**src/dfs_consts.svh**
```systemverilog
/*
 * register offsets, reset values, command codes and timing figures of the
 * data flash erase/write sequencer.
 * assumes a 40 MHz system clock; included by bare name.
 */
// Functional notes
// area select 0 targets the 1024-byte main data area 0x3C00..0x3FFF.
// area select 1 targets the two 512-byte information pages.
// command code 0x96 launches a page erase of the selected page.
// command code 0x69 programs the write byte into the addressed location.
// byte programming lasts a fixed 23.5 us regardless of erase time.
// firmware loads erase time 0..9; about 5 ms is recommended.
// firmware sets the erase time once at initialisation.
// firmware clears both address registers before a page erase.
// firmware loads address and write byte before a byte write.
// firmware disables interrupts around any erase or write sequence.
// firmware follows each command with four no_operation instructions.
// processor clock is stopped during a page erase until it completes.
// processor clock is stopped during a byte write until it completes.
// each further page erase repeats address setup and reissues the command.
// each further byte write reloads address and data and reissues command.
// firmware clears both address registers after the last operation.
// main area erase takes setting+1 ms plus 0.13 ms, capped at 10.13 ms.
// info page erase takes (setting+1)*0.5 ms plus 0.065 ms, capped 5.065 ms.
// main area logical address 0..1023 maps onto physical 0x3C00..0x3FFF.
// other command codes start nothing and leave array and clock alone.
`ifndef DFS_CONSTS_SVH
`define DFS_CONSTS_SVH

`define DFS_OFS_ADDR_H      8'hF9
`define DFS_OFS_ADDR_L      8'hFA
`define DFS_OFS_WBYTE       8'hFB
`define DFS_OFS_CMD         8'hFC
`define DFS_OFS_TIM         8'hFD
`define DFS_OFS_STATUS      8'hFE
`define DFS_OFS_SEL         8'h20

`define DFS_RST_TIM         8'h5A
`define DFS_CMD_ERASE       8'h96
`define DFS_CMD_PROG        8'h69
`define DFS_TIM_MAX         5'h09

`define DFS_MAIN_BASE       15'h3C00
`define DFS_INFO_A_BASE     15'h4400
`define DFS_INFO_B_OFS      15'h0200
`define DFS_MAIN_TAG        5'h0F
`define DFS_INFO_TAG        5'h11

`define DFS_CLK_NS          25
`define DFS_T_PROG_NS       23500
`define DFS_T_STEP_MAIN_NS  1000000
`define DFS_T_OFS_MAIN_NS   130000
`define DFS_T_STEP_INFO_NS  500000
`define DFS_T_OFS_INFO_NS   65000
`define DFS_CYC(ns)         (((ns) + `DFS_CLK_NS - 1) / `DFS_CLK_NS)

`endif

```
**src/dfs_pkg.sv**
```systemverilog
/*
 * types of the data flash erase/write sequencer.
 * assumes nothing beyond the constants header.
 */
package dfs_pkg;

	typedef enum logic [0:0] {ST_IDLE, ST_RUN} dfs_state_t;

	typedef struct packed {
		dfs_state_t  state;
		logic [2:0]  addr_h;
		logic [7:0]  addr_l;
		logic [7:0]  wbyte;
		logic [7:0]  cmd;
		logic [7:0]  tim;
		logic        sel;
		logic [7:0]  rdata;
		logic        erase;
		logic        prog;
		logic        clk_en;
		logic [14:0] faddr;
		logic [7:0]  fdata;
		logic        op_info;
		logic [4:0]  op_tim;
	} dfs_main_t;

endpackage : dfs_pkg

```
**src/dfs_tmr_if.sv**
```systemverilog
/*
 * link between the sequencer and its duration timer.
 * assumes both ends share one clock and clock enable.
 */
`timescale 1ns/1ps
interface dfs_tmr_if #(parameter int CNT_W = 20);
	logic             load;
	logic [CNT_W-1:0] count;
	logic             idle;

	modport ctrl (output load, output count, input idle);
	modport tmr  (input load, input count, output idle);
endinterface : dfs_tmr_if

```
**src/dfs_timer.sv**
```systemverilog
/*
 * down counter timing one flash operation in system clock cycles.
 * assumes count >= 1 on load; idle rises after exactly count cycles.
 */
`timescale 1ns/1ps
module dfs_timer #(
	parameter int CNT_W = 20
) (
	input  wire logic i_clock,
	input  wire logic i_rst,
	input  wire logic i_ce,
	dfs_tmr_if.tmr    tif
);
	typedef struct packed {
		logic [CNT_W-1:0] cnt;
	} dfs_tmr_st_t;

	dfs_tmr_st_t st_ff;
	dfs_tmr_st_t nxt_st;

	generate
		if (CNT_W < 1) begin : g_bad_width
			$error("dfs_timer: counter width must be at least one bit");
		end
	endgenerate

	always_comb begin
		nxt_st = st_ff;
		if (tif.load) begin
			// loaded one short: the loading cycle itself is the first counted
			nxt_st.cnt = tif.count - CNT_W'(1);
		end else if (st_ff.cnt != '0) begin
			nxt_st.cnt = st_ff.cnt - CNT_W'(1);
		end
	end

	always_ff @(posedge i_clock or posedge i_rst) begin
		if (i_rst) begin
			st_ff <= '0;
		end else if (i_ce) begin
			st_ff <= nxt_st;
		end
	end

	assign tif.idle = (st_ff.cnt == '0);
endmodule : dfs_timer

```
**src/dfs_seq.sv**
```systemverilog
/*
 * data flash erase/write sequencer: register port, area and address
 * mapping, command launch, erase/program timing, processor clock gating.
 * assumes a 40 MHz clock, a one-cycle register port, and a flash array that
 * erases or programs while its strobe is high.
 */
`timescale 1ns/1ps
`include "dfs_consts.svh"
module dfs_seq #(
	parameter int CNT_W     = 20,
	parameter int PROG_CYC  = `DFS_CYC(`DFS_T_PROG_NS),
	parameter int STEP_MAIN = `DFS_CYC(`DFS_T_STEP_MAIN_NS),
	parameter int OFS_MAIN  = `DFS_CYC(`DFS_T_OFS_MAIN_NS),
	parameter int STEP_INFO = `DFS_CYC(`DFS_T_STEP_INFO_NS),
	parameter int OFS_INFO  = `DFS_CYC(`DFS_T_OFS_INFO_NS)
) (
	input  wire logic        i_clock,
	input  wire logic        i_rst,
	input  wire logic        i_ce,
	input  wire logic [7:0]  i_addr,
	input  wire logic [7:0]  i_wdata,
	input  wire logic        i_wr,
	input  wire logic        i_rd,
	output logic      [7:0]  o_rdata,
	output logic      [14:0] o_flash_addr,
	output logic      [7:0]  o_flash_wdata,
	output logic             o_flash_erase,
	output logic             o_flash_prog,
	output logic             o_cpu_clk_en
);
	import dfs_pkg::*;

	localparam int MAX_CYC = 10 * (STEP_MAIN > STEP_INFO ? STEP_MAIN : STEP_INFO)
		+ (OFS_MAIN > OFS_INFO ? OFS_MAIN : OFS_INFO);

	generate
		if (PROG_CYC < 1 || STEP_MAIN < 1 || STEP_INFO < 1 || MAX_CYC >= 2 ** CNT_W
			|| PROG_CYC >= 2 ** CNT_W) begin : g_bad_param
			$error("dfs_seq: timing parameters do not fit the counter");
		end
	endgenerate

	dfs_main_t st_ff;
	dfs_main_t nxt_st;

	dfs_tmr_if #(.CNT_W(CNT_W)) tif ();

	dfs_timer #(.CNT_W(CNT_W)) dfs_timer_inst (
		.i_clock (i_clock),
		.i_rst   (i_rst),
		.i_ce    (i_ce),
		.tif     (tif.tmr)
	);

	always_comb begin
		logic [4:0]  n;
		logic [14:0] phys;
		int          cyc;
		n    = '0;
		phys = '0;
		cyc  = 0;
		nxt_st       = st_ff;
		nxt_st.rdata = '0;
		tif.load     = 1'b0;
		tif.count    = '0;

		// read data stand for the single cycle after the strobe
		if (i_rd) begin
			case (i_addr)
				`DFS_OFS_ADDR_H: nxt_st.rdata = {5'h00, st_ff.addr_h};
				`DFS_OFS_ADDR_L: nxt_st.rdata = st_ff.addr_l;
				`DFS_OFS_WBYTE:  nxt_st.rdata = st_ff.wbyte;
				`DFS_OFS_CMD:    nxt_st.rdata = st_ff.cmd;
				`DFS_OFS_TIM:    nxt_st.rdata = st_ff.tim;
				`DFS_OFS_SEL:    nxt_st.rdata = {7'h00, st_ff.sel};
				`DFS_OFS_STATUS: nxt_st.rdata = {7'h00, st_ff.state == ST_RUN};
				default:         nxt_st.rdata = '0;
			endcase
		end

		if (i_wr) begin
			case (i_addr)
				`DFS_OFS_ADDR_H: nxt_st.addr_h = i_wdata[2:0];
				`DFS_OFS_ADDR_L: nxt_st.addr_l = i_wdata;
				`DFS_OFS_WBYTE:  nxt_st.wbyte  = i_wdata;
				`DFS_OFS_CMD:    nxt_st.cmd    = i_wdata;
				`DFS_OFS_TIM:    nxt_st.tim    = i_wdata;
				`DFS_OFS_SEL:    nxt_st.sel    = i_wdata[0];
				default:         nxt_st.sel    = st_ff.sel;
			endcase
		end

		// only bits 4:0 of the setting count; values above the table top saturate at the longest erase
		n = (st_ff.tim[4:0] > `DFS_TIM_MAX) ? `DFS_TIM_MAX : st_ff.tim[4:0];
		if (st_ff.sel) begin
			phys = `DFS_INFO_A_BASE + (st_ff.addr_h[2] ? `DFS_INFO_B_OFS : 15'h0000)
				+ {6'h00, st_ff.addr_h[0], st_ff.addr_l};
			cyc  = (int'(n) + 1) * STEP_INFO + OFS_INFO;
		end else begin
			phys = `DFS_MAIN_BASE + {5'h00, st_ff.addr_h[1:0], st_ff.addr_l};
			cyc  = (int'(n) + 1) * STEP_MAIN + OFS_MAIN;
		end

		case (st_ff.state)
			ST_IDLE: begin
				// other command codes only store; nothing is launched
				if (i_wr && i_addr == `DFS_OFS_CMD
					&& (i_wdata == `DFS_CMD_ERASE || i_wdata == `DFS_CMD_PROG)) begin
					nxt_st.state   = ST_RUN;
					nxt_st.clk_en  = 1'b0;
					nxt_st.faddr   = phys;
					nxt_st.fdata   = st_ff.wbyte;
					nxt_st.op_info = st_ff.sel;
					nxt_st.op_tim  = n;
					tif.load       = 1'b1;
					if (i_wdata == `DFS_CMD_ERASE) begin
						nxt_st.erase = 1'b1;
						tif.count    = CNT_W'(cyc);
					end else begin
						nxt_st.prog  = 1'b1;
						tif.count    = CNT_W'(PROG_CYC);
					end
				end
			end
			ST_RUN: begin
				// the processor clock returns only with the array released
				if (tif.idle) begin
					nxt_st.state  = ST_IDLE;
					nxt_st.erase  = 1'b0;
					nxt_st.prog   = 1'b0;
					nxt_st.clk_en = 1'b1;
				end
			end
			default: nxt_st.state = ST_IDLE;
		endcase
	end

	always_ff @(posedge i_clock or posedge i_rst) begin
		if (i_rst) begin
			st_ff        <= '0;
			st_ff.tim    <= `DFS_RST_TIM;
			st_ff.clk_en <= 1'b1;
		end else if (i_ce) begin
			st_ff <= nxt_st;
		end
	end

	assign o_rdata       = st_ff.rdata;
	assign o_flash_addr  = st_ff.faddr;
	assign o_flash_wdata = st_ff.fdata;
	assign o_flash_erase = st_ff.erase;
	assign o_flash_prog  = st_ff.prog;
	assign o_cpu_clk_en  = st_ff.clk_en;

	// assertion helpers: active length counted in enabled cycles
	logic [CNT_W-1:0] len_ff;
	always_ff @(posedge i_clock or posedge i_rst) begin
		if (i_rst) begin
			len_ff <= '0;
		end else if (i_ce) begin
			len_ff <= (st_ff.erase || st_ff.prog) ? len_ff + CNT_W'(1) : '0;
		end
	end

	function automatic int erase_len(input logic info, input logic [4:0] t);
		erase_len = info ? (int'(t) + 1) * STEP_INFO + OFS_INFO
			: (int'(t) + 1) * STEP_MAIN + OFS_MAIN;
	endfunction : erase_len
endmodule : dfs_seq

```
**config.mk**
```make
export PLATFORM = sky130hd
export DESIGN_NAME = dfs_seq
export DESIGN_NICKNAME = d
export VERILOG_FILES = /design/src/dfs_pkg.sv /design/src/dfs_tmr_if.sv /design/src/dfs_timer.sv /design/src/dfs_seq.sv
export VERILOG_INCLUDE_DIRS = /design/src
export SDC_FILE = /design/constraint.sdc
export NUM_CORES = 1
export LEC_CHECK = 0
export ABC_AREA = 1
export BUFFER_PORTS_ARGS = -buffer_cell sky130_fd_sc_hd__buf_2
export CORE_MARGIN = 2
export CORE_UTILIZATION = 66
export DETAILED_ROUTE_END_ITERATION = 10
export PLACE_DENSITY_LB_ADDON = 0.05
export SYNTH_ARGS = -nofsm -noshare
export SYNTH_HDL_FRONTEND = slang
export SYNTH_HIERARCHICAL = 1
export SYNTH_SLANG_ARGS = --single-unit
```
**constraint.sdc**
```tcl
create_clock -name i_clock -period 6.95 [get_ports i_clock]
set_input_delay 0 -clock i_clock [delete_from_list [all_inputs] [get_ports i_clock]]
set_output_delay 0 -clock i_clock [all_outputs]
set_load 0.05 [all_outputs]
```
## Yosys cells after proc, flatten, opt, wreduce, memory -nomap -nowiden

Cells that the tools add are included.

- Input bits: 21
- Bits in registers: 97
- Word-level logic and storage cells: 78
- Output and inout port bits: 34

- Mux-type cells: 20
- Bitwise operators: 1
- Equality and inequality tests: 13
- Reductions and logical operators: 17
- $mul: 2
- Add/subtract/negate cells: 8
- Order comparisons: 1

Operator list:

| kind | count |
|---|---|
| $mux 20 | 6 |
| $eq 8x8->1 const B | 7 |
| $pmux 8 s7 | 1 |
| $add 20x13->20 const B | 2 |
| $sub 20x1->20 const B | 2 |
| $mux 32 | 1 |
| $reduce_and 3->1 | 8 |
| $logic_not 20->1 | 1 |
| $reduce_bool 20->1 | 1 |
| $add 14x10->15 const A | 1 |
| $add 15x10->15 const A | 1 |
| $add 15x9->15 | 1 |
| $mul 6x10->15 const B | 1 |
| $mux 15 | 1 |
| $mul 6x10->14 const B | 1 |
| $mux 10 | 1 |
| $eq 8x6->1 const B | 1 |
| $eq 8x7->1 const B | 1 |
| $mux 8 | 1 |
| $reduce_and 4->1 | 2 |
| $add 5x1->6 const B | 1 |
| $ne 2x2->1 const B | 3 |
| $pmux 3 s2 | 1 |
| $gt 5x4->1 const B | 1 |
| other kinds (10) | 15 |

## Depth between registers and ports, before layout

- Depth in word-level cells: 11
- Mapped depth: 34
- Depth with buffers taken out: 34

## By module

Netlist, hierarchy kept.

By module, submodules not included:

| module | area each (µm²) | times used | sequential area each (µm²) | cells each |
|---|---|---|---|---|
| dfs_seq | 4574.4 | 1 | 1732.9 | 590 |
| dfs_timer | 1853.0 | 1 | 500.5 | 322 |

## Worst setup path before layout

Ideal clock, no wire load.

- Path kind: register -> register
- Start point: reg st_ff[42] (netlist name)
- End point: reg dfs_timer_inst/st_ff[16] (netlist name)
- Buffers on the path: 0
- Setup slack: 2.575 ns
- Data arrival time: 4.258 ns
- Stages on the path, launching flop included: 28
- Required time: 6.833 ns
- Library setup time: 0.117 ns
- Period minus slack after synthesis: 4.375 ns
- Cell sequence: dfstp_2 -> inv_1 -> nor2_1 -> ha_1 -> nand3b_1 -> nand2_1 -> ha_1 -> ha_1 -> ha_1 -> fa_1 -> nand2_1 -> nor3_1 -> nand3_1 -> nand2_1 -> nand2_1 -> nor2_1 -> xor2_1 -> o21ai_0 -> nand2_1 -> o21ai_0 -> nor2_1 -> nand2_1 -> nor2_1 -> nand2_1 -> nand2_1 -> nand2_1 -> nand2_1 -> nand2_1

- Cells in the longest elaborated chain, start to end: 11
- Elaborated cells on any way between the ends: 13
- Classes of those cells: add/sub (4); mul (2); order compare (1); mux (6)

RTL lines:

| what | RTL line | text |
|---|---|---|
| from (decl) | dfs_seq.sv:43 | `dfs_main_t st_ff;` |
| from (signal assigned) | dfs_seq.sv:144 | `st_ff <= nxt_st;` |
| $gt 5x4->1 (no source line) | - |  |
| $mux 5 (*) | dfs_seq.sv:94 | `` n = (st_ff.tim[4:0] > `DFS_TIM_MAX) ? `DFS_TIM_MAX : st_ff.tim[4:0]; `` |
| $add 5x1->6 (*) | dfs_seq.sv:98, dfs_seq.sv:101 |  |
| $mul 6x10->14 or $mul 6x10->15 (tied branches) | dfs_seq.sv:101, dfs_seq.sv:98 |  |
| $add 20x13->20 (on tied branches) | dfs_seq.sv:101, dfs_seq.sv:98 |  |
| $mux 20 (*) | dfs_seq.sv:95 | `if (st_ff.sel) begin` |
| $mux 20 (*) | dfs_seq.sv:116 | `` if (i_wdata == `DFS_CMD_ERASE) begin `` |
| $mux 20 (*) | dfs_seq.sv:107 | `` if (i_wr && i_addr == `DFS_OFS_CMD `` |
| $mux 20 (*) | dfs_seq.sv:104 | `case (st_ff.state)` |
| net tif.count[15] | dfs_tmr_if.sv:8 | `logic [CNT_W-1:0] count;` |
| $sub 20x1->20 (*) | dfs_timer.sv:31 | `nxt_st.cnt = tif.count - CNT_W'(1);` |
| $mux 20 (*) | dfs_timer.sv:29 | `if (tif.load) begin` |
| to (signal assigned) | dfs_timer.sv:41 | `st_ff <= nxt_st;` |
| to (decl) | dfs_timer.sv:18 | `dfs_tmr_st_t st_ff;` |

Mark *: on every way through the listed nets, which the timed path passes. The rest lies on a longest branch.
A chain may end at the register's enable or synchronous reset.

## Worst setup path in the final report

Ends and elaborated chain as after synthesis.

==> metrics.txt <==
status finished, final reports clean; RR Startpoint st_ff[42]; reg2reg setup slack 1.89 ns; Overflow after GRT 0; Max Buffers Root-to-Sink 2; CTS root buf clkbuf_8; vias in the first global route 5,429; Setup crit end kind flip-flop; adder-cell share of the synthesized area just under 7%; worst IR drop on VDD between 100 and 150 uV; clock skew 0.01897 ns; placed insts ~1,100; fin cells between 1,000 and 1,500; Sink Count 89; CTS HTree Levels 3; GR Util All Layers 32.50%; worst min path class primary input to flip-flop; max incr delay on CP about 0.58 ns; Area Growth Syn to Fin 6.327%; post-cts sizing count 0; routed len/inst roughly 15 um; Worst-Margin Slew 0.9387 ns; Synth Cell Area about 6400 sq um; Synth Area per Inst a little over 7 sq um; commonest non-fill, non-tap cell in the layout nand2_1; Antenna diodes 0; first-pass GRT wire length 26.47 mm; IO buf count 54; leak pwr about 3.6 nW; hold path startpoint i_wr; gpl congestion 1.065; most frequent cells in the layout nand2_1 (291), inv_1 (104), dfrtp_1 (84); mux share of post-synthesis cell area 0.5256%; kind of cell adding the most delay to the critical path simple AND/OR/NAND/NOR gates; initial antenna violation count 1; Inserted Clock Buffers 9; hold path cells 3; largest net degree at the start of global routing 70; Initial Util 66.99%; f_max 0.1975 GHz; critical path's most frequent cell nand2_1; synth unique cells between 40 and 50; Setup TNS Final 0 ns; clk slew on worst S/H paths ~0.1 ns; routed vias roughly 6,000; Slew Viols, Final 0; DR vias/cell ~5.5; critical path buffer and inverter count 3; sequential share of the synthesized area a little over a third; die extent in y slightly above 100 um; 1st-iter DRT viols approximately 430; main combinational cell family by area after synthesis simple AND/OR/NAND/NOR gates; max_cap viols 0; # setup viols final 0; Simple-Gate Fraction of Synth Area 31.83%; Critical Path Source Type flip-flop; Worst EP required just over 7 ns; WHS Endpoint o_flash_erase; Gate power share about two fifths; RR Endpoint dfs_timer_inst/st_ff[16]; Pwr per Cell Area between 200 and 250 nW/um^2; Clock power frac between 20% and 30%; Worst EP arrival roughly 5.3 ns; core box area 9594 sq um; routed wire length ~16 mm; Seq pwr share 38.1%; sw frac 42.91%; Final min period 5.065 ns; IO Pins 55; share of layout cells above drive strength 1 roughly 14%; Die ar. between 10,000 and 15,000 sq um; Switch Pwr around 0.7 mW; internal power roughly 0.94 mW; Core Rows 36; max_slew headroom 37.27%; Die W a little over 100 um; endpoints failing hold 0; Post-Syn Instances about 900; post-synthesis register bit count approximately 90; TritonCTS clock tree done; final antenna-violating net count 0; hpwl dp approximately 12 mm; r2r worst-path depth 29; worst skew pair latency approximately 0.38 ns; xor and xnor area share after synthesis 1.771%; complex-gate fraction of the synthesized area roughly 11%; DR pass1 iterations 5; CP max FO 5; # DRC 0; Slowest-stage cell, CP fa_1; final net count ~1,000; Ys Warns 6; CP Launch Point st_ff[42]; CP Class flip-flop to flip-flop; final period utilization between 70% and 80%; RSZ-0062 raised after global routing no
==> synth_stat cells <==
cell type / number / area [sq um]
nand2_1: 291 / 1092
inv_1: 105 / 394.1
dfrtp_1: 84 / 2102
o21ai_0: 81 / 405.4
nor2_1: 67 / 251.5
nand3_1: 54 / 270.3
buf_4: 32 / 240.2
ha_1: 26 / 325.3
o21ai_1: 19 / 95.09
nand4_1: 15 / 93.84
nand2_2: 13 / 81.33
nor2_2: 12 / 75.07
inv_2: 11 / 41.29
xor2_1: 11 / 96.34
a21oi_1: 9 / 45.04
o22ai_1: 8 / 50.05
buf_2: 7 / 35.03
buf_6: 7 / 78.83
a211oi_1: 6 / 45.04
fa_1: 6 / 120.1
clkbuf_1: 5 / 18.77
dfstp_2: 5 / 131.4
mux2_2: 3 / 33.78
nor2_4: 3 / 33.78
nor3_1: 3 / 15.01
a221oi_1: 2 / 17.52
a31oi_1: 2 / 12.51
conb_1: 2 / 7.510
nand3_2: 2 / 20.02
nand3b_1: 2 / 15.01
nand4_2: 2 / 25.02
o211ai_1: 2 / 15.01
o21ai_2: 2 / 17.52
or2_2: 2 / 12.51
xnor2_1: 2 / 17.52
a22o_1: 1 / 8.760
clkinv_1: 1 / 3.750
inv_6: 1 / 8.760
nand4_4: 1 / 21.27
nor2_8: 1 / 20.02
nor4_1: 1 / 6.260
nor4_2: 1 / 12.51
o21a_1: 1 / 7.510
o21bai_1: 1 / 7.510
==> sequential cells by signal (all words and copies together) (netlist names) <==
name	flops
st_ff	37
dfs_timer_inst/st_ff	20
o_flash_addr	13
o_flash_wdata	8
o_rdata	8
o_cpu_clk_en	1
o_flash_erase	1
o_flash_prog	1
==> worst min-delay path: stages <==
cell and delay (ns):
buf_2 0.14, nand4_4 0.15, o21ai_0 0.09
==> stage by stage <==
step	cell area (sq um)	utilization, %	hold WS [ns]	worst slack, ns	power (mW)
2_1_floorplan	6465	-	-0.03617	2.575	1.115
3_3_place_gp	6544	68.21	0.1982	2.213	1.247
3_5_place_dp	6544	68.21	0.2058	1.994	1.265
4_1_cts	6834	71.23	0.01945	1.976	1.635
5_1_grt	6834	71.23	0.04834	1.411	1.765
6_report	6834	71.23	0.04671	1.885	1.640
==> cell type report <==
| type | instances | area [sq um] |
|---|---|---|
| well taps | 133 | 166.4 |
| inverters | 118 | 447.9 |
| multi-input cells | 664 | 3411 |
| flip-flops and latches | 89 | 2233 |
| clock buffers | 10 | 137.6 |
| clock inverters | 6 | 62.56 |
| repair buffers | 65 | 375.4 |
| fillers | 816 | 2760 |
==> per-layer routing <==
metal,track usage [%],vias up,routed length [um]
li1,-,2944,-
met1,46.57,2785,7362
met4,10.36,0,311
met5,0,-,0
met2,50.43,237,7282
met3,5.695,31,1239
==> worst max path at each step <==
stage,cells after the start,to,slack (ns)
6_report,29,dfs_timer_inst/st_ff[16],1.89
5_1_grt,29,dfs_timer_inst/st_ff[16],1.41
4_1_cts,29,dfs_timer_inst/st_ff[16],1.98
3_5_place_dp,29,dfs_timer_inst/st_ff[16],1.99
3_3_place_gp,27,dfs_timer_inst/st_ff[16],2.21
2_1_floorplan,27,dfs_timer_inst/st_ff[16],2.58
==> cell families after synthesis <==
group | count (synthesis)
buf+inv | 169
other cells | 2
flops | 89
fa+ha+maj | 32
simple gates | 470
compound gates | 134
mux | 3
xor+xnor | 13
==> power groups by stage <==
stage	sequential [mW]	clock, mW	combinational [mW]
2_1_floorplan	0.629	0	0.487
3_5_place_dp	0.634	0	0.631
3_3_place_gp	0.631	0	0.616
5_1_grt	0.633	0.391	0.741
6_report	0.625	0.368	0.647
4_1_cts	0.624	0.373	0.638
==> repair_timing <==
action,CTS,global route
hold buffers,9,0
endpoints found under the hold margin,109,0
setup buffers,0,0
(Power assumes the default switching activity.)
